[src/rtl/uie_pkg.sv]
package uie_pkg;
  // register addresses on the 3-bit bus (A2..A0)
  localparam logic [2:0] ADDR_DATA = 3'h0;
  localparam logic [2:0] ADDR_INTERRUPT_ENABLE = 3'h1;
  localparam logic [2:0] ADDR_INTERRUPT_STATUS = 3'h2;
  localparam logic [2:0] ADDR_FIFO_CONTROL = 3'h2;
  localparam logic [2:0] ADDR_LINE_STATUS = 3'h5;
  localparam logic [2:0] ADDR_MODEM_STATUS = 3'h6;
  localparam logic [2:0] ADDR_EXTRA_FEATURE = 3'h5;
  // reset values
  localparam logic [7:0] INTERRUPT_ENABLE_RST = 8'h00;
  localparam logic FIFO_ENABLE_RST = 1'b0;
  localparam logic LS_TIMING_RST = 1'b0;
  // field positions
  localparam int FIFO_ENABLE_BIT = 0;
  localparam int LS_TIMING_BIT = 3;
  localparam int ENH_ENABLE_BIT = 4;
  // status codes in bits 5..0
  localparam logic [5:0] CODE_LINE = 6'h06;
  localparam logic [5:0] CODE_TIMEOUT = 6'h0c;
  localparam logic [5:0] CODE_RX_DATA = 6'h04;
  localparam logic [5:0] CODE_TX_READY = 6'h02;
  localparam logic [5:0] CODE_MODEM = 6'h00;
  localparam logic [5:0] CODE_XOFF = 6'h10;
  localparam logic [5:0] CODE_FLOW = 6'h20;
  localparam logic [5:0] CODE_NONE = 6'h01;
  // receive time-out: four characters plus this many bits
  localparam int TIMEOUT_CHARS = 4;
  localparam int TIMEOUT_EXTRA_BITS = 12;
  localparam int FIFO_DEPTH = 32;
  // timer counts enables of bit time; width covers 4*10+12 bits
  localparam int TIMER_W = 7;
endpackage : uie_pkg

[src/rtl/uie_top.sv]
`timescale 1ns/1ps
`default_nettype none
module uie_top #(
  parameter int LVL_W = 6
) (
  input wire logic clk,
  input wire logic resetn,
  input wire logic [2:0] addr,
  input wire logic rd_stb,
  input wire logic wr_stb,
  input wire logic [7:0] wdata,
  input wire logic enh_enable,
  input wire logic bit_tick,
  input wire logic [LVL_W-1:0] rx_level,
  input wire logic [LVL_W-1:0] rx_trigger,
  input wire logic rx_push,
  input wire logic rx_overrun,
  input wire logic [2:0] rx_err_new,
  input wire logic [2:0] rx_err_head,
  input wire logic rx_fifo_err,
  input wire logic [LVL_W-1:0] tx_level,
  input wire logic [LVL_W-1:0] tx_trigger,
  input wire logic tx_shift_empty,
  input wire logic half_duplex,
  input wire logic [3:0] modem_delta,
  input wire logic [3:0] modem_lines,
  input wire logic xoff_match,
  input wire logic xon_match,
  input wire logic special_match,
  input wire logic rts_rise,
  input wire logic cts_rise,
  input wire logic wake_event,
  output logic [7:0] rdata_ff,
  output logic irq_ff,
  output logic [7:0] interrupt_enable_ff,
  output logic fifo_enable_ff
);
  typedef enum logic [2:0] {
    SRC_NONE = 3'b000,
    SRC_LINE = 3'b001,
    SRC_TIMEOUT = 3'b010,
    SRC_RX = 3'b011,
    SRC_TX = 3'b100,
    SRC_MODEM = 3'b101,
    SRC_XOFF = 3'b110,
    SRC_FLOW = 3'b111
  } uie_src_e;

  logic ls_timing_ff;
  logic [7:0] nxt_rdata;
  logic thr_empty_ff;
  logic tx_armed_ff;
  logic [3:0] delta_ff;
  logic xoff_ff;
  logic special_ff;
  logic wake_ff;
  logic [uie_pkg::TIMER_W-1:0] timer_ff;
  logic timeout_ff;
  logic tx_prev_ff;
  uie_src_e cur_src; // declared early: clear paths read it before the pick
  // bus strobes
  wire rd_isr = rd_stb && (addr == uie_pkg::ADDR_INTERRUPT_STATUS);
  wire rd_lsr = rd_stb && (addr == uie_pkg::ADDR_LINE_STATUS);
  wire rd_msr = rd_stb && (addr == uie_pkg::ADDR_MODEM_STATUS);
  wire rd_rhr = rd_stb && (addr == uie_pkg::ADDR_DATA);
  wire wr_thr = wr_stb && (addr == uie_pkg::ADDR_DATA);
  wire wr_ier = wr_stb && (addr == uie_pkg::ADDR_INTERRUPT_ENABLE);
  wire wr_fcr = wr_stb && (addr == uie_pkg::ADDR_FIFO_CONTROL);
  wire wr_xfr = wr_stb && (addr == uie_pkg::ADDR_EXTRA_FEATURE) && enh_enable;

  // enable bits that take effect
  wire [3:0] upper_en = interrupt_enable_ff[7:4] & {4{enh_enable}};

  // receive side conditions
  wire rx_empty = (rx_level == '0);
  wire rx_at_trigger = fifo_enable_ff ? (rx_level >= rx_trigger)
                                      : !rx_empty;
  wire data_ready = !rx_empty;
  wire [2:0] byte_err = ls_timing_ff ? rx_err_new : rx_err_head;

  // line status flags (sticky until line status read)
  logic ovr_ff;
  logic [2:0] err_ff;
  wire line_pend = ovr_ff || (err_ff != 3'b000);

  uie_edge_catch u_ovr (
    .clk(clk),
    .resetn(resetn),
    .set_i(rx_overrun),
    .clr_i(rd_lsr),
    .flag_ff(ovr_ff)
  );

  genvar gi;
  generate
    for (gi = 0; gi < 3; gi++)
    begin : g_err
      uie_edge_catch u_err (
        .clk(clk),
        .resetn(resetn),
        .set_i(byte_err[gi]),
        .clr_i(rd_lsr),
        .flag_ff(err_ff[gi])
      );
    end
  endgenerate

  // transmit condition: trigger, fifo empty, or whole transmitter empty
  wire tx_fifo_empty = (tx_level == '0);
  wire tx_cond = half_duplex ? (tx_fifo_empty && tx_shift_empty)
               : fifo_enable_ff ? (tx_level < tx_trigger) || tx_fifo_empty
               : tx_fifo_empty;

  // time-out timer: 4 chars of 10 bits plus 12 bits, restarted by activity
  localparam logic [uie_pkg::TIMER_W-1:0] TIMEOUT_BITS = uie_pkg::TIMER_W'(
    uie_pkg::TIMEOUT_CHARS * 10 + uie_pkg::TIMEOUT_EXTRA_BITS);

  always_ff @(posedge clk or negedge resetn)
  begin
    if (!resetn)
      timer_ff <= '0;
    else if (rx_push || rd_rhr || rx_empty)
      timer_ff <= '0;
    else if (bit_tick && timer_ff != TIMEOUT_BITS)
      timer_ff <= timer_ff + 1'b1;
  end

  // time-out flag, cleared by a data read
  always_ff @(posedge clk or negedge resetn)
  begin
    if (!resetn)
      timeout_ff <= 1'b0;
    else if (fifo_enable_ff && bit_tick && timer_ff == TIMEOUT_BITS - 1'b1)
      timeout_ff <= 1'b1;
    else if (rd_rhr)
      timeout_ff <= 1'b0;
  end

  // transmit ready: armed on rising condition or on enable write
  wire tx_en_rise = wr_ier && wdata[1] && !interrupt_enable_ff[1];
  wire tx_set = (tx_cond && !tx_prev_ff) || (tx_en_rise && tx_cond);
  always_ff @(posedge clk or negedge resetn)
  begin
    if (!resetn)
    begin
      tx_prev_ff <= 1'b0;
      tx_armed_ff <= 1'b0;
    end
    else
    begin
      tx_prev_ff <= tx_cond;
      if (tx_set)
        tx_armed_ff <= 1'b1;
      else if ((rd_isr && cur_src == SRC_TX) || wr_thr || !tx_cond)
        tx_armed_ff <= 1'b0;
    end
  end

  // modem deltas, cleared by modem status read
  generate
    for (gi = 0; gi < 4; gi++)
    begin : g_delta
      uie_edge_catch u_delta (
        .clk(clk),
        .resetn(resetn),
        .set_i(modem_delta[gi]),
        .clr_i(rd_msr),
        .flag_ff(delta_ff[gi])
      );
    end
  endgenerate

  // xoff and special: cleared by status read; xoff also by xon, special also by next char
  uie_edge_catch u_xoff (
    .clk(clk),
    .resetn(resetn),
    .set_i(xoff_match && enh_enable),
    .clr_i((rd_isr && cur_src == SRC_XOFF) || xon_match),
    .flag_ff(xoff_ff)
  );
  uie_edge_catch u_special (
    .clk(clk),
    .resetn(resetn),
    .set_i(special_match && enh_enable),
    .clr_i((rd_isr && cur_src == SRC_XOFF) || (rx_push && !special_match)),
    .flag_ff(special_ff)
  );

  // rts/cts change, cleared only by modem status read
  logic rts_ff;
  logic cts_ff;
  uie_edge_catch u_rts (
    .clk(clk),
    .resetn(resetn),
    .set_i(rts_rise),
    .clr_i(rd_msr),
    .flag_ff(rts_ff)
  );
  uie_edge_catch u_cts (
    .clk(clk),
    .resetn(resetn),
    .set_i(cts_rise),
    .clr_i(rd_msr),
    .flag_ff(cts_ff)
  );

  // wake-up indicator, cleared by status read
  uie_edge_catch u_wake (
    .clk(clk),
    .resetn(resetn),
    .set_i(wake_event && upper_en[0]),
    .clr_i(rd_isr),
    .flag_ff(wake_ff)
  );

  // pending sources gated by enables
  wire p_line = interrupt_enable_ff[2] && line_pend;
  wire p_tmo = interrupt_enable_ff[0] && timeout_ff;
  wire p_rx = interrupt_enable_ff[0] && rx_at_trigger;
  wire p_tx = interrupt_enable_ff[1] && tx_armed_ff;
  wire p_modem = interrupt_enable_ff[3] && (delta_ff != 4'h0);
  wire p_xoff = upper_en[1] && (xoff_ff || special_ff);
  wire p_flow = (upper_en[2] && rts_ff) || (upper_en[3] && cts_ff);

  // priority pick, highest first
  assign cur_src = p_line ? SRC_LINE
                 : p_tmo ? SRC_TIMEOUT
                 : p_rx ? SRC_RX
                 : p_tx ? SRC_TX
                 : p_modem ? SRC_MODEM
                 : p_xoff ? SRC_XOFF
                 : p_flow ? SRC_FLOW
                 : SRC_NONE;

  function automatic logic [5:0] src_code(input uie_src_e s);
    unique case (s)
      SRC_LINE: src_code = uie_pkg::CODE_LINE;
      SRC_TIMEOUT: src_code = uie_pkg::CODE_TIMEOUT;
      SRC_RX: src_code = uie_pkg::CODE_RX_DATA;
      SRC_TX: src_code = uie_pkg::CODE_TX_READY;
      SRC_MODEM: src_code = uie_pkg::CODE_MODEM;
      SRC_XOFF: src_code = uie_pkg::CODE_XOFF;
      SRC_FLOW: src_code = uie_pkg::CODE_FLOW;
      SRC_NONE: src_code = uie_pkg::CODE_NONE;
    endcase
  endfunction : src_code

  // status and line status words
  wire [7:0] isr_word = {{2{fifo_enable_ff}}, src_code(cur_src)};
  wire [7:0] lsr_word = {rx_fifo_err, tx_fifo_empty && tx_shift_empty,
                         tx_fifo_empty, err_ff, ovr_ff, data_ready};
  wire [7:0] msr_word = {modem_lines, delta_ff};

  // read data mux
  always_comb
  begin
    nxt_rdata = rdata_ff;
    if (rd_stb)
    begin
      unique case (addr)
        uie_pkg::ADDR_INTERRUPT_ENABLE: nxt_rdata = interrupt_enable_ff;
        uie_pkg::ADDR_INTERRUPT_STATUS: nxt_rdata = isr_word;
        uie_pkg::ADDR_LINE_STATUS: nxt_rdata = lsr_word;
        uie_pkg::ADDR_MODEM_STATUS: nxt_rdata = msr_word;
        default: nxt_rdata = 8'h00;
      endcase
    end
  end

  // registers written by the host
  always_ff @(posedge clk or negedge resetn)
  begin
    if (!resetn)
    begin
      interrupt_enable_ff <= uie_pkg::INTERRUPT_ENABLE_RST;
      fifo_enable_ff <= uie_pkg::FIFO_ENABLE_RST;
      ls_timing_ff <= uie_pkg::LS_TIMING_RST;
    end
    else
    begin
      if (wr_ier)
      begin
        interrupt_enable_ff[3:0] <= wdata[3:0];
        if (enh_enable)
          interrupt_enable_ff[7:4] <= wdata[7:4];
      end
      if (wr_fcr)
        fifo_enable_ff <= wdata[uie_pkg::FIFO_ENABLE_BIT];
      if (wr_xfr)
        ls_timing_ff <= wdata[uie_pkg::LS_TIMING_BIT];
    end
  end

  // registered outputs
  always_ff @(posedge clk or negedge resetn)
  begin
    if (!resetn)
    begin
      rdata_ff <= 8'h00;
      irq_ff <= 1'b0;
    end
    else
    begin
      rdata_ff <= nxt_rdata;
      irq_ff <= (cur_src != SRC_NONE);
    end
  end

  chk_irq_follows: assert property (@(posedge clk) disable iff (!resetn)
    (cur_src != SRC_NONE) |=> irq_ff) else $error("irq missing");
  chk_isr_fifo_bits: assert property (@(posedge clk) disable iff (!resetn)
    rd_isr |=> rdata_ff[7:6] == {2{$past(fifo_enable_ff)}})
    else $error("fifo bits wrong");
  chk_line_prio: assert property (@(posedge clk) disable iff (!resetn)
    (rd_isr && p_line) |=> rdata_ff[5:0] == uie_pkg::CODE_LINE)
    else $error("line not first");
  chk_none_code: assert property (@(posedge clk) disable iff (!resetn)
    (rd_isr && cur_src == SRC_NONE) |=> rdata_ff[0])
    else $error("idle bit 0 low");
  chk_flow_kept: assert property (@(posedge clk) disable iff (!resetn)
    (rts_ff && !rd_msr) |=> rts_ff) else $error("rts flag lost");
  chk_upper_gate: assert property (@(posedge clk) disable iff (!resetn)
    (wr_ier && !enh_enable) |=> $stable(interrupt_enable_ff[7:4]))
    else $error("upper enables written");
  chk_tx_clear: assert property (@(posedge clk) disable iff (!resetn)
    (wr_thr && !tx_set) |=> !tx_armed_ff) else $error("tx not cleared");
  chk_modem_clr: assert property (@(posedge clk) disable iff (!resetn)
    (rd_msr && modem_delta == 4'h0) |=> delta_ff == 4'h0)
    else $error("delta not cleared");
  chk_ready_flag: assert property (@(posedge clk) disable iff (!resetn)
    (rd_lsr && rx_level != '0) |=> rdata_ff[0]) else $error("ready low");
  cov_line: cover property (@(posedge clk) rd_isr && p_line);
  cov_timeout: cover property (@(posedge clk) timeout_ff);
  cov_flow: cover property (@(posedge clk) rd_isr && cur_src == SRC_FLOW);
endmodule : uie_top
`default_nettype wire

[src/rtl/uie_edge_catch.sv]
`timescale 1ns/1ps
`default_nettype none
// sticky event bit; set wins over clear
module uie_edge_catch (
  input wire logic clk,
  input wire logic resetn,
  input wire logic set_i,
  input wire logic clr_i,
  output logic flag_ff
);
  always_ff @(posedge clk or negedge resetn)
  begin
    if (!resetn)
      flag_ff <= 1'b0;
    else if (set_i)
      flag_ff <= 1'b1;
    else if (clr_i)
      flag_ff <= 1'b0;
  end
endmodule : uie_edge_catch
`default_nettype wire

[config.mk]
export PLATFORM = sky130hd
export DESIGN_NAME = uie_top
export DESIGN_NICKNAME = d
export VERILOG_FILES = /design/src/rtl/uie_pkg.sv /design/src/rtl/uie_top.sv /design/src/rtl/uie_edge_catch.sv
export SDC_FILE = /design/constraint.sdc
export NUM_CORES = 1
export LEC_CHECK = 0
export BUFFER_PORTS_ARGS = -buffer_cell sky130_fd_sc_hd__buf_2
export CAP_MARGIN = 20
export CORE_MARGIN = 10
export CORE_UTILIZATION = 45
export CTS_BUF_LIST = sky130_fd_sc_hd__clkbuf_8 sky130_fd_sc_hd__clkbuf_16
export DETAILED_ROUTE_END_ITERATION = 10
export PLACE_DENSITY_LB_ADDON = 0.12
export SYNTH_ARGS = -nofsm -noshare
export SYNTH_HDL_FRONTEND = slang
export SYNTH_SLANG_ARGS = --single-unit
[constraint.sdc]
create_clock -name clk -period 1.75 [get_ports clk]
set_input_delay 0 -clock clk [delete_from_list [all_inputs] [get_ports clk]]
set_output_delay 0 -clock clk [all_outputs]
set_load 0.1 [all_outputs]
==> summary.txt, run 1 <==
Clock network
  – H-tree depth: 2
  – Post-CTS setup buffers: 0
  – Clk root buf: clkbuf_8
  – Clk buf depth: 2
  – CTS tree: done
  – CTS buffer count: 5
  – Clk pin slew, worst setup/hold paths: 0.08 ns
  – CTS sink cnt: 41
  – Clock latency at the later pin of the worst-skew pair: 0.30 ns

Critical path
  – Setup Crit Path Kind: reg2reg
  – Crit-path max cell delay: 0.42 ns
  – Setup crit start: g_delta[3].u_delta.flag_ff$_DFFE_PN0P_
  – CP arrival: 1.89 ns
  – Crit-path cells: o41ai_2 > buf_4 > nand2_2 > or3_4 > o221ai_2
  – CP startpoint kind: register
  – Worst flop-to-flop path startpoint: g_delta[3].u_delta.flag_ff$_DFFE_PN0P_
  – CP required: 1.97 ns
  – Worst Setup End Kind: register
  – Slowest cell on crit path: dfrtp_1
  – Crit Path Max Fanout: 3

Detailed routing
  – Drt drc: 0
  – Post-route ant nets: 0
  – Final WL: 6960 um
  – Initial DRC count: 81
  – DR vias: 2312
  – Drt pass-1 iters: 4
  – Vias per Instance: 5.25
  – WL/cell: 15.8 um

Synthesis
  – Yosys cell types: 45
  – #FFs+latches synth: 41
  – YS warnings: 0
  – Share of the synthesized area in the top cell type: 0.434
  – Mean post-synth cell area: 9.73 um2
  – Number of synthesized flops with an enable pin: 0
  – Mapped Nets: 322
  – Synth area leader: dfrtp_1
  – Post-synth ARST share: 1.00
  – Synth area leaders: dfrtp_1, ha_1, mux2_2
  – Mapped Cells: 243
  – Seq/Total Area, Yosys: 0.434
  – Synth Flop Type: dfrtp_1
  – Post-Syn Area: 2360 um2

Die
  – Chip width: 92.5 um
  – Row count: 26
  – I/O pin total: 84
  – Initial Utilization: 0.463
  – Chip height: 92.5 um
  – Die area: 8550 um2
  – Core area: 5110 um2

STA
  – Slew headroom: 0.599
  – Final period util: 0.958
  – Slew @ Worst Pin: 0.602 ns
  – Max Clk Rate: 597 MHz
  – Pins Over Slew Limit: 0
  – Final Hold Vio Count: 0
  – Layout Skew: 0.00694 ns
  – Setup violators final: 0
  – Tmin final: 1.68 ns
  – Post-route setup slack: 0.0739 ns

Cells and area
  – Nets: 448
  – Share of cells above drive strength 1: 0.354
  – N_diodes: 0
  – Synthesis-to-layout area growth: 43.7%
  – Final core occ: 0.665

Pwr
  – Sw Share: 0.404
  – Clock Power Share: 0.253
  – Peak supply drop: 0.774 mV
  – Pwr Density: 924 nW/um2
  – Net Sw Power: 0.00127 W
  – Internal power: 0.00187 W
  – Leakage Power: 1.62 nW
  – Logic pwr share: 0.380
  – Seq pwr share: 0.368

Global route
  – Pin count of the biggest net entering global routing: 27
  – Grt ovf: 0
  – Total track usage: 0.167
  – First-pass GRT wire length: 11800 um
  – Initial antenna violation count: 0
  – Vias in the first global route: 2435

Hold path
  – Worst hold path type: in2reg
  – Hold path startpoint: enh_enable

Flow run
  – Max-cap violations: 0

Placement
  – GP Congestion: 0.828
  – # port buffers: 82
  – DPL Wire Length: 5480 um
  – Worst slack at placement: -0.204 ns

Status
  – Run status: completed
-- metrics by stage --
step	cells	cell area (um2)	setup TNS, ns	power [W]	hold slack, ns
4_1_cts	440	3360	0	0.00313	0.00685
3_5_place_dp	408	3000	-0.756	0.00230	0.0486
6_report	440	3400	0	0.00314	0.00519
3_3_place_gp	408	3000	-0.372	0.00229	0.0523
5_1_grt	440	3400	-0.00326	0.00329	0.0244
2_1_floorplan	243	2380	-0.407	0.00196	-0.296
-- metal layers --
metal / GRT usage / wire length, um / up-vias
li1: - / - / 1145
met1: 0.204 / 2970 / 1089
met2: 0.274 / 3330 / 69
met3: 0.0597 / 574 / 9
met4: 0.0437 / 78 / 0
met5: 0 / 0 / -
-- worst paths after layout --
kind | to | slack [ns] | cells past startpoint
worst min-delay path | u_special.flag_ff$_DFFE_PN0P_ | 0.005 | 3
max in group asynchronous | rdata_ff[0]$_DFFE_PN0P_ | 0.85 | 3
worst max-delay path | rdata_ff[0]$_DFFE_PN0P_ | 0.07 | 5
worst min register to register | tx_armed_ff$_DFFE_PN0P_ | 0.48 | 1
worst max register to register | rdata_ff[0]$_DFFE_PN0P_ | 0.07 | 5
min in group asynchronous | interrupt_enable_ff[0]$_DFFE_PN0P_ | 0.27 | 2
-- logic make-up (layout without fill, tap and decap cells) --
group | after synthesis | count (layout) | synth area share
adder cells (fa/ha/maj) | 13 | 13 | 0.0688
multiplexers | 9 | 9 | 0.0429
AND/OR/NAND/NOR | 77 | 77 | 0.175
XOR/XNOR | 6 | 6 | 0.0222
AO/OA/AOI/OAI | 69 | 69 | 0.213
flip-flops | 41 | 41 | 0.434
buffers and inverters | 28 | 155 | 0.0445
-- final cells by class --
class                   count  area [um2]
well taps                  70        87.6
fillers                   434        1710
multi-input cells         174        1290
clock buffers               6        82.6
flip-flops and latches     41        1030
inverters                  23        86.3
repair buffers            124         786
clock inverters             2        33.8
-- repair_timing --
action,in CTS,in global routing
pin swaps,0,3
hold buffers,24,0
endpoints found under the setup margin,2,4
resized for setup,1,7
hold endpoints to repair,49,0
-- registers in the layout, indices dropped and copies added (netlist names) --
register / cells
fifo_enable_ff: 1
g_delta.u_delta.flag_ff: 4
g_err.u_err.flag_ff: 3
interrupt_enable_ff: 8
irq_ff: 1
ls_timing_ff: 1
rdata_ff: 8
timeout_ff: 1
timer_ff: 7
tx_armed_ff: 1
tx_prev_ff: 1
u_cts.flag_ff: 1
u_ovr.flag_ff: 1
u_rts.flag_ff: 1
u_special.flag_ff: 1
u_xoff.flag_ff: 1
-- synth_stat cells, types with 3 or more instances --
library cell	number
nand2_1	20
o31ai_1	3
inv_1	22
a22oi_1	8
nor2_1	16
mux2_2	9
a21o_1	7
o221ai_1	3
clkbuf_1	5
dfrtp_1	41
a21oi_1	5
a221o_1	3
o211ai_1	4
nand4_1	5
a22o_1	5
nand2b_1	5
nor2b_1	9
xnor2_1	3
a31oi_1	5
nor4_1	3
o21ai_0	14
ha_1	13
nand3_1	5
xor2_1	3
-- layout by cell type (no fill, tap or decap), types with 2 or more instances in the layout --
cell | netlist | layout
dfrtp_2 | 0 | 2
xnor2_1 | 3 | 3
nand2b_1 | 5 | 4
nand2_1 | 20 | 19
nand3_1 | 5 | 5
dlygate4sd3_1 | 0 | 24
and3_1 | 2 | 2
a31oi_1 | 5 | 5
a21oi_1 | 5 | 5
a32oi_1 | 2 | 2
nor3b_1 | 2 | 2
o221ai_1 | 3 | 2
buf_4 | 0 | 18
a22oi_1 | 8 | 8
a21o_1 | 7 | 7
a221o_1 | 3 | 3
nor2b_1 | 9 | 9
o211ai_1 | 4 | 4
o31ai_1 | 3 | 3
ha_1 | 13 | 13
xor2_1 | 3 | 3
o211a_1 | 2 | 2
o21ai_0 | 14 | 13
o41ai_2 | 0 | 2
nor4_1 | 3 | 2
nor2_1 | 16 | 16
mux2_2 | 9 | 9
inv_1 | 22 | 23
buf_2 | 0 | 82
a22o_1 | 5 | 5
clkbuf_8 | 0 | 6
dfrtp_1 | 41 | 38
or4_4 | 2 | 2
nand4_1 | 5 | 5
-- power groups by stage --
stage / combinational (W) / sequential, W / clock, W
finish: 0.00119 / 0.00115 / 0.000793
global route: 0.00127 / 0.00117 / 0.000849
CTS: 0.00118 / 0.00115 / 0.000806
detailed placement: 0.00113 / 0.00117 / 0
global placement: 0.00112 / 0.00116 / 0
floorplan: 0.000303 / 0.00166 / 0
-- worst max-delay path, delay by kind of cell (launching register included) --
kind | cells | cell delay, ns
AOI/OAI and AO/OA | 2 | 0.54
and+or+nand+nor | 2 | 0.46
DFF | 1 | 0.42
buffers and inverters | 1 | 0.17
Power figures use the tool's default switching activity.
==> inputs of run 2 (changes only) <==
SETUP_SLACK_MARGIN = 0.2   (was default)
==> run 2 against run 1 <==
  * Highest routed layer unchanged
  * Final cell count rose by 0.91%
  * Critical path depth down 1
  * Combinational power is 3% higher
  * Clock skew rose by 0.0034 ns
  * Design area up 1.1%
  * Largest cell class unchanged
  * First-iteration DRC count grew 69%
  * Clock-buffer cell count did not move
  * Core utilization rose by 0.71 points
  * Sequential cell count unchanged
  * Critical path type unchanged
  * Register-to-register slack barely moved
  * Global-route usage is 0.13 points lower
==> summary.txt, run 2 (synthesized netlist as in run 1, its figures left out) <==
Status
  – Run status: completed

Detailed routing
  – Drt pass-1 iters: 4 (unchanged)
  – WL/cell: 16.5 um (+4.5%)
  – Vias per Instance: 5.39 (+2.6%)
  – Drt drc: 0 (unchanged)
  – Initial DRC count: 137 (+69%)
  – Post-route ant nets: 0 (unchanged)
  – Final WL: 7330 um (+5.4%)
  – DR vias: 2393 (+3.5%)

STA
  – Max Clk Rate: 597 MHz (+0.10%)
  – Slew @ Worst Pin: 0.783 ns (+0.181 ns)
  – Pins Over Slew Limit: 0 (unchanged)
  – Final Hold Vio Count: 0 (unchanged)
  – Tmin final: 1.67 ns (-0.00174 ns)
  – Layout Skew: 0.0103 ns (+0.00338 ns)
  – Final period util: 0.957 (-0.000993)
  – Hold Slack: 0.00405 ns (-0.00114 ns)
  – Slew headroom: 0.478 (-0.121)
  – Setup violators final: 0 (unchanged)
  – RSZ-0062 raised after global routing: yes

Global route
  – First-pass GRT wire length: 11700 um (-0.35%)
  – Met3 usage: 0.0565 (-0.00323)
  – M2 GR Usage: 0.278 (+0.00471)
  – GR Layer Usage met1: 0.201 (-0.00232)
  – Grt ovf: 0 (unchanged)
  – Layer with the highest usage: met2
  – Vias in the first global route: 2459 (+0.99%)
  – Pin count of the biggest net entering global routing: 35 (+30%)
  – Initial antenna violation count: 0 (unchanged)
  – Total track usage: 0.166 (-0.00129)

Hold path
  – Min-Delay Endpoint: timeout_ff$_DFFE_PN0P_
  – Worst hold path type: in2reg
  – Hold path startpoint: bit_tick
  – Hold Path Stages: 3 (unchanged)

Cells and area
  – Most common cell after layout, fill and taps aside: buf_2
  – N_diodes: 0 (unchanged)
  – Fin cells: 444 (+0.91%)
  – Multi-input logic area: 1320 um2 (+2.1%)
  – Nets: 452 (+0.89%)
  – Commonest cells after routing, fill and taps aside: buf_2, dfrtp_1, inv_1, dlygate4sd3_1, buf_4
  – Top flop regs: interrupt_enable_ff: 8 flops, rdata_ff: 8 flops, timer_ff: 7 flops
  – Final instance area: 3430 um2 (+1.1%)
  – Register area: 1040 um2 (+0.36%)
  – Fillers: 422 (-2.8%)
  – Final core occ: 0.672 (+0.00711)
  – Synthesis-to-layout area growth: 45.2%
  – Share of cells above drive strength 1: 0.372 (+0.0176)

Pwr
  – Pwr Density: 881 nW/um2 (-4.6%)
  – Leakage Power: 1.63 nW (+0.61%)
  – Peak supply drop: 0.538 mV (-30%)
  – Pwr Total: 0.00302 W (-3.6%)

Clock network
  – CTS buffer count: 5 (unchanged)
  – Clk buf depth: 2 (unchanged)
  – H-tree depth: 2 (unchanged)
  – CTS sink cnt: 41 (unchanged)
  – Clk root buf: clkbuf_8
  – CTS tree: done
  – Clk pin slew, worst setup/hold paths: 0.08 ns (about the same)
  – Clock latency at the later pin of the worst-skew pair: 0.30 ns (about the same)

Die
  – Die area: 8550 um2 (unchanged)
  – Initial Utilization: 0.463 (unchanged)
  – Row count: 26 (unchanged)
  – Chip width: 92.5 um (unchanged)
  – Core area: 5110 um2 (unchanged)
  – I/O pin total: 84 (unchanged)
  – Chip height: 92.5 um (unchanged)

Critical path
  – RR Endpoint: rdata_ff[5]$_DFFE_PN0P_
  – Setup Crit Path Kind: reg2reg
  – Worst flop-to-flop path startpoint: fifo_enable_ff$_DFFE_PN0P_
  – Crit Path Max Fanout: 3 (unchanged)
  – Crit-path max cell delay: 0.48 ns (+0.06 ns)
  – Worst reg2reg path depth: 4 (-1)
  – CP arrival: 1.89 ns (about the same)
  – CP required: 1.96 ns (about the same)
  – Stages on worst setup path: 4 (-1)
  – Worst Path Buf+Inv: 0 (-1)
  – Worst Setup End Kind: register
  – FF-to-FF setup slack: 0.08 ns (about the same)
  – Crit path max-delay family: simple AND/OR/NAND/NOR gates
  – CP startpoint kind: register
  – Crit-path cells: or4_4 > o211a_4 > or3_4 > o31ai_2
  – Slowest cell on crit path: dfrtp_4

Placement
  – GP Congestion: 0.874 (+5.6%)
  – Placed Area: 3010 um2 (+0.38%)
  – Dpl cells: 409 (+0.25%)
  – DPL Wire Length: 5530 um (+1.1%)
  – # port buffers: 82 (unchanged)

Flow run
  – Max-cap violations: 0 (unchanged)
-- run 2: cell count changes in the layout (fill, tap and decap cells not counted), sizes merged --
cell | previous run | this run
buf | 100 | 105
bufinv | 1 | 0
dlygate4sd3 | 24 | 23
inv | 24 | 25
-- run 2: per-layer routing --
| layer | part of all wire | vias to the layer above |
|---|---|---|
| li1 | - | 1160 |
| met1 | 0.42 | 1139 |
| met2 | 0.49 | 83 |
| met3 | 0.079 | 11 |
| met4 | 0.011 | 0 |
| met5 | 0 | - |
-- run 2: worst max path at each step --
stage / from / to / slack (ns)
6_report: fifo_enable_ff$_DFFE_PN0P_ / rdata_ff[5]$_DFFE_PN0P_ / 0.08
3_3_place_gp: rx_level[1] / u_xoff.flag_ff$_DFFE_PN0P_ / -0.13
5_1_grt: g_delta[0].u_delta.flag_ff$_DFFE_PN0P_ / rdata_ff[5]$_DFFE_PN0P_ / 0.007
4_1_cts: fifo_enable_ff$_DFFE_PN0P_ / rdata_ff[5]$_DFFE_PN0P_ / 0.08
2_1_floorplan: fifo_enable_ff$_DFFE_PN0P_ / rdata_ff[5]$_DFFE_PN0P_ / -0.14
3_5_place_dp: rx_level[1] / u_xoff.flag_ff$_DFFE_PN0P_ / -0.14
-- run 2: report_power, final --
| group | internal, W | total (W) | leakage, nW | switching (W) |
|---|---|---|---|---|
| Combinational | 0.000379 | 0.00123 | 1.09 | 0.000850 |
| Clock | 0.000310 | 0.000636 | 0.0538 | 0.000325 |
| Sequential | 0.00106 | 0.00116 | 0.486 | 0.000101 |
| Total | 0.00175 | 0.00302 | 1.63 | 0.00128 |
-- run 2: metrics by stage --
step           worst slack (ns)  TNS (ns)
6_report                 0.0756         0
5_1_grt                 0.00659         0
4_1_cts                  0.0820         0
3_5_place_dp             -0.145    -0.416
3_3_place_gp             -0.135    -0.358
2_1_floorplan            -0.135    -0.407
-- run 2: worst min-delay path, stage by stage --
cell and delay [ns]:
buf_2 0.11, nand4_1 0.08, o21ai_0 0.07
-- run 2: what timing repair did --
item | in CTS | in global routing
buffers inserted | 3 | 1
setup endpoints to repair | 9 | 10
pin swaps | 4 | 3
endpoints found under the hold margin | 56 | 0
hold buffers | 23 | 0
gates resized for setup | 6 | 7
-- run 2: area by class of cell --
cell class	instances	area share
Multi-Input combinational cell	174	0.383
Sequential cell	41	0.302
Timing Repair Buffer	128	0.238
Tap cell	70	0.0255
Inverter	23	0.0252
Clock buffer	6	0.0241
Clock inverter	2	0.00219
==> inputs of run 3 (changes only) <==
SYNTH_HIERARCHICAL = 1   (was default)
==> run 3 against run 2 <==
  * Clock skew is 0.0052 ns lower
  * Critical path depth grew 4
  * Largest cell class unchanged
  * Hold slack gained 0.0059 ns
==> summary.txt, run 3 <==
Cells and area
  – Share of cells above drive strength 1: 0.412 (+0.0406)
  – Final instance area: 3460 um2 (+0.69%)
  – Top flop regs: interrupt_enable_ff: 8 flops, rdata_ff: 8 flops, timer_ff: 7 flops
  – Most common cell after layout, fill and taps aside: buf_2
  – N_diodes: 0 (unchanged)
  – Nets: 454 (+0.44%)
  – Multi-input logic area: 1340 um2 (+2.1%)
  – Commonest cells after routing, fill and taps aside: buf_2, inv_1, dfrtp_1, buf_4, nor2_1
  – Synthesis-to-layout area growth: 41.9%
  – Final core occ: 0.668 (-0.00386)
  – Fillers: 431 (+2.1%)
  – Fin cells: 446 (+0.45%)
  – Register area: 1040 um2 (+0.24%)

Critical path
  – Crit Path Max Fanout: 3 (unchanged)
  – Worst reg2reg path depth: 8 (+4)
  – Setup Crit Path Kind: reg2reg
  – Worst flop-to-flop path startpoint: g_delta[1].u_delta/flag_ff$_DFFE_PN0P_
  – CP arrival: 1.87 ns (-0.02 ns)
  – Crit-path cells: o41ai_2 > buf_4 > nand4_1 > nor2_1 > nand4_1 > o21ai_1 > inv_1 > a21o_1
  – Crit path max-delay family: compound AO/OA/AOI/OAI gates
  – Worst Setup End Kind: register
  – Crit-path max cell delay: 0.40 ns (-0.08 ns)
  – RR Endpoint: u_special/flag_ff$_DFFE_PN0P_
  – CP required: 1.94 ns (-0.02 ns)
  – FF-to-FF setup slack: 0.07 ns (about the same)
  – Slowest cell on crit path: dfrtp_1
  – CP dominant cell by count: nand4_1
  – CP startpoint kind: register
  – Worst Path Buf+Inv: 2 (+2)

Synthesis
  – Share of the synthesized area in the top cell type: 0.421 (-0.0129)
  – Synth area leader: dfrtp_1
  – Yosys cell types: 48 (+6.7%)
  – Top cells by count, synth: dfrtp_1, inv_1, nor2_1, nand2_1, mux2_2
  – Number of synthesized flops with an enable pin: 0 (unchanged)
  – Synth Flop Type: dfrtp_1
  – Post-Syn Area: 2440 um2 (+3.1%)
  – Mean post-synth cell area: 9.67 um2 (-0.61%)
  – Mapped Cells: 252 (+3.7%)
  – #FFs+latches synth: 41 (unchanged)
  – Count leader, synth: dfrtp_1
  – Post-synth ARST share: 1.00 (unchanged)
  – Synth area leaders: dfrtp_1, ha_1, mux2_2
  – YS warnings: 6 (+6)
  – Seq/Total Area, Yosys: 0.421 (-0.0129)
  – Mapped Nets: 331 (+2.8%)

Die
  – I/O pin total: 84 (unchanged)
  – Core area: 5170 um2 (+1.3%)
  – Die area: 8760 um2 (+2.4%)
  – Row count: 26 (unchanged)
  – Chip width: 93.6 um (+1.2%)
  – Initial Utilization: 0.471 (+0.00821)
  – Chip height: 93.6 um (+1.2%)

STA
  – Final period util: 0.962 (+0.00491)
  – Setup violators final: 0 (unchanged)
  – Pins Over Slew Limit: 0 (unchanged)
  – Slew headroom: 0.674 (+0.196)
  – Layout Skew: 0.00514 ns (-0.00518 ns)
  – Final Hold Vio Count: 0 (unchanged)
  – Setup_tns: 0 ns (unchanged)
  – Slew @ Worst Pin: 0.489 ns (-0.294 ns)
  – Max Clk Rate: 594 MHz (-0.51%)
  – RSZ-0062 raised after global routing: yes
  – Tmin final: 1.68 ns (+0.00859 ns)

Detailed routing
  – Drt pass-1 iters: 4 (unchanged)
  – Final WL: 7130 um (-2.8%)
  – WL/cell: 16.0 um (-3.3%)
  – Post-route ant nets: 0 (unchanged)
  – Drt drc: 0 (unchanged)
  – Initial DRC count: 146 (+6.6%)
  – Vias per Instance: 5.22 (-3.1%)
  – DR vias: 2330 (-2.6%)

Placement
  – Dpl cells: 413 (+0.98%)
  – # port buffers: 82 (unchanged)
  – GP Congestion: 0.923 (+5.5%)
  – Placed Area: 3050 um2 (+1.5%)
  – DPL Wire Length: 5500 um (-0.61%)

Clock network
  – Clk root buf: clkbuf_8
  – CTS tree: done
  – Clk pin slew, worst setup/hold paths: 0.08 ns (about the same)
  – CTS buffer count: 5 (unchanged)
  – H-tree depth: 2 (unchanged)
  – Clk buf depth: 2 (unchanged)
  – Clock latency at the later pin of the worst-skew pair: 0.29 ns (about the same)
  – CTS sink cnt: 41 (unchanged)

Hold path
  – Hold path startpoint: rx_err_head[0]
  – Worst hold path type: in2reg
  – Min-Delay Endpoint: g_err[0].u_err/flag_ff$_DFFE_PN0P_
  – Hold Path Stages: 3 (unchanged)

Global route
  – Total track usage: 0.162 (-0.00347)
  – Vias in the first global route: 2468 (+0.37%)
  – Initial antenna violation count: 0 (unchanged)
  – First-pass GRT wire length: 11700 um (-0.47%)
  – Grt ovf: 0 (unchanged)
  – Pin count of the biggest net entering global routing: 23 (-34%)

Pwr
  – Leakage Power: 1.66 nW (+1.9%)
  – Peak supply drop: 0.533 mV (-0.88%)
  – Pwr Total: 0.00302 W (-0.24%)
  – Pwr Density: 873 nW/um2 (-0.92%)

Flow run
  – Max-cap violations: 0 (unchanged)

Status
  – Run status: completed
==> run 3: changes by cell type in the layout (fill, tap and decap cells not counted), moves of 4 or more <==
cell / previous run / this run
a21o_1: 7 / 12
dfrtp_2: 2 / 7
o21ai_0: 13 / 9
dfrtp_1: 37 / 33
nor2b_1: 9 / 3
dlygate4sd3_1: 23 / 17
mux2_2: 9 / 14
inv_1: 24 / 36
==> run 3: cell type report <==
cell class,count,area share
well taps,70,0.0253
repair buffers,122,0.223
inverters,34,0.0369
flip-flops and latches,41,0.301
multi-input cells,171,0.388
clock buffers,6,0.0239
clock inverters,2,0.00217
==> run 3: worst reg2reg max path, cell delays in order (launching register included) <==
cell and delay, ns:
dfrtp_1 0.40, o41ai_2 0.35, buf_4 0.17, nand4_1 0.08, nor2_1 0.10, nand4_1 0.16, o21ai_1 0.11, inv_1 0.05
a21o_1 0.14
==> run 3: worst max path at each step <==
| stage | startpoint | to | slack, ns | cells after the start |
|---|---|---|---|---|
| after detailed placement | rx_level[1] | u_special/flag_ff$_DFFE_PN0P_ | -0.06 | 8 |
| final | g_delta[1].u_delta/flag_ff$_DFFE_PN0P_ | u_special/flag_ff$_DFFE_PN0P_ | 0.07 | 8 |
| after floorplan | fifo_enable_ff$_DFFE_PN0P_ | u_special/flag_ff$_DFFE_PN0P_ | -0.03 | 6 |
| after global routing | g_delta[1].u_delta/flag_ff$_DFFE_PN0P_ | u_special/flag_ff$_DFFE_PN0P_ | -0.07 | 8 |
| after global placement | rx_level[1] | u_special/flag_ff$_DFFE_PN0P_ | -0.05 | 8 |
| after CTS | g_delta[1].u_delta/flag_ff$_DFFE_PN0P_ | u_special/flag_ff$_DFFE_PN0P_ | 0.11 | 8 |
==> run 3: power by group <==
| part | leakage [nW] | switching, W | internal, W |
|---|---|---|---|
| logic | 1.12 | 0.000826 | 0.000396 |
| clock network | 0.0538 | 0.000318 | 0.000310 |
| registers | 0.480 | 0.000107 | 0.00106 |
==> run 3: what timing repair did <==
| action | 4_1_cts | 5_1_grt |
|---|---|---|
| resized for setup | 6 | 9 |
| hold buffers | 17 | 0 |
| cloned | 0 | 0 |
| endpoints found under the hold margin | 37 | 0 |
| pin swaps | 5 | 1 |
| setup endpoints to repair | 11 | 12 |
| buffers inserted | 5 | 3 |
==> run 3: logic make-up after synthesis <==
kind of cell	count (synthesis)	share of synthesized area
buffers and inverters	40	0.0627
muxes	15	0.0688
and+or+nand+nor	69	0.152
DFF	41	0.421
AOI/OAI and AO/OA	68	0.208
adders and majority gates	13	0.0668
xor gates and xnor gates	6	0.0216
==> run 3: metrics by stage <==
step,hold slack (ns),setup slack (ns)
2_1_floorplan,-0.296,-0.0338
3_3_place_gp,-0.00774,-0.0476
3_5_place_dp,-0.0105,-0.0550
4_1_cts,0.0104,0.109
5_1_grt,0.0174,-0.0653
6_report,0.00993,0.0670
==> run 3: routing by layer <==
metal	up-vias	GRT usage	part of all wire
met5	-	0	0
met4	0	0.0443	0.0095
met3	7	0.0616	0.11
met2	102	0.258	0.46
met1	1072	0.201	0.42
li1	1149	-	-
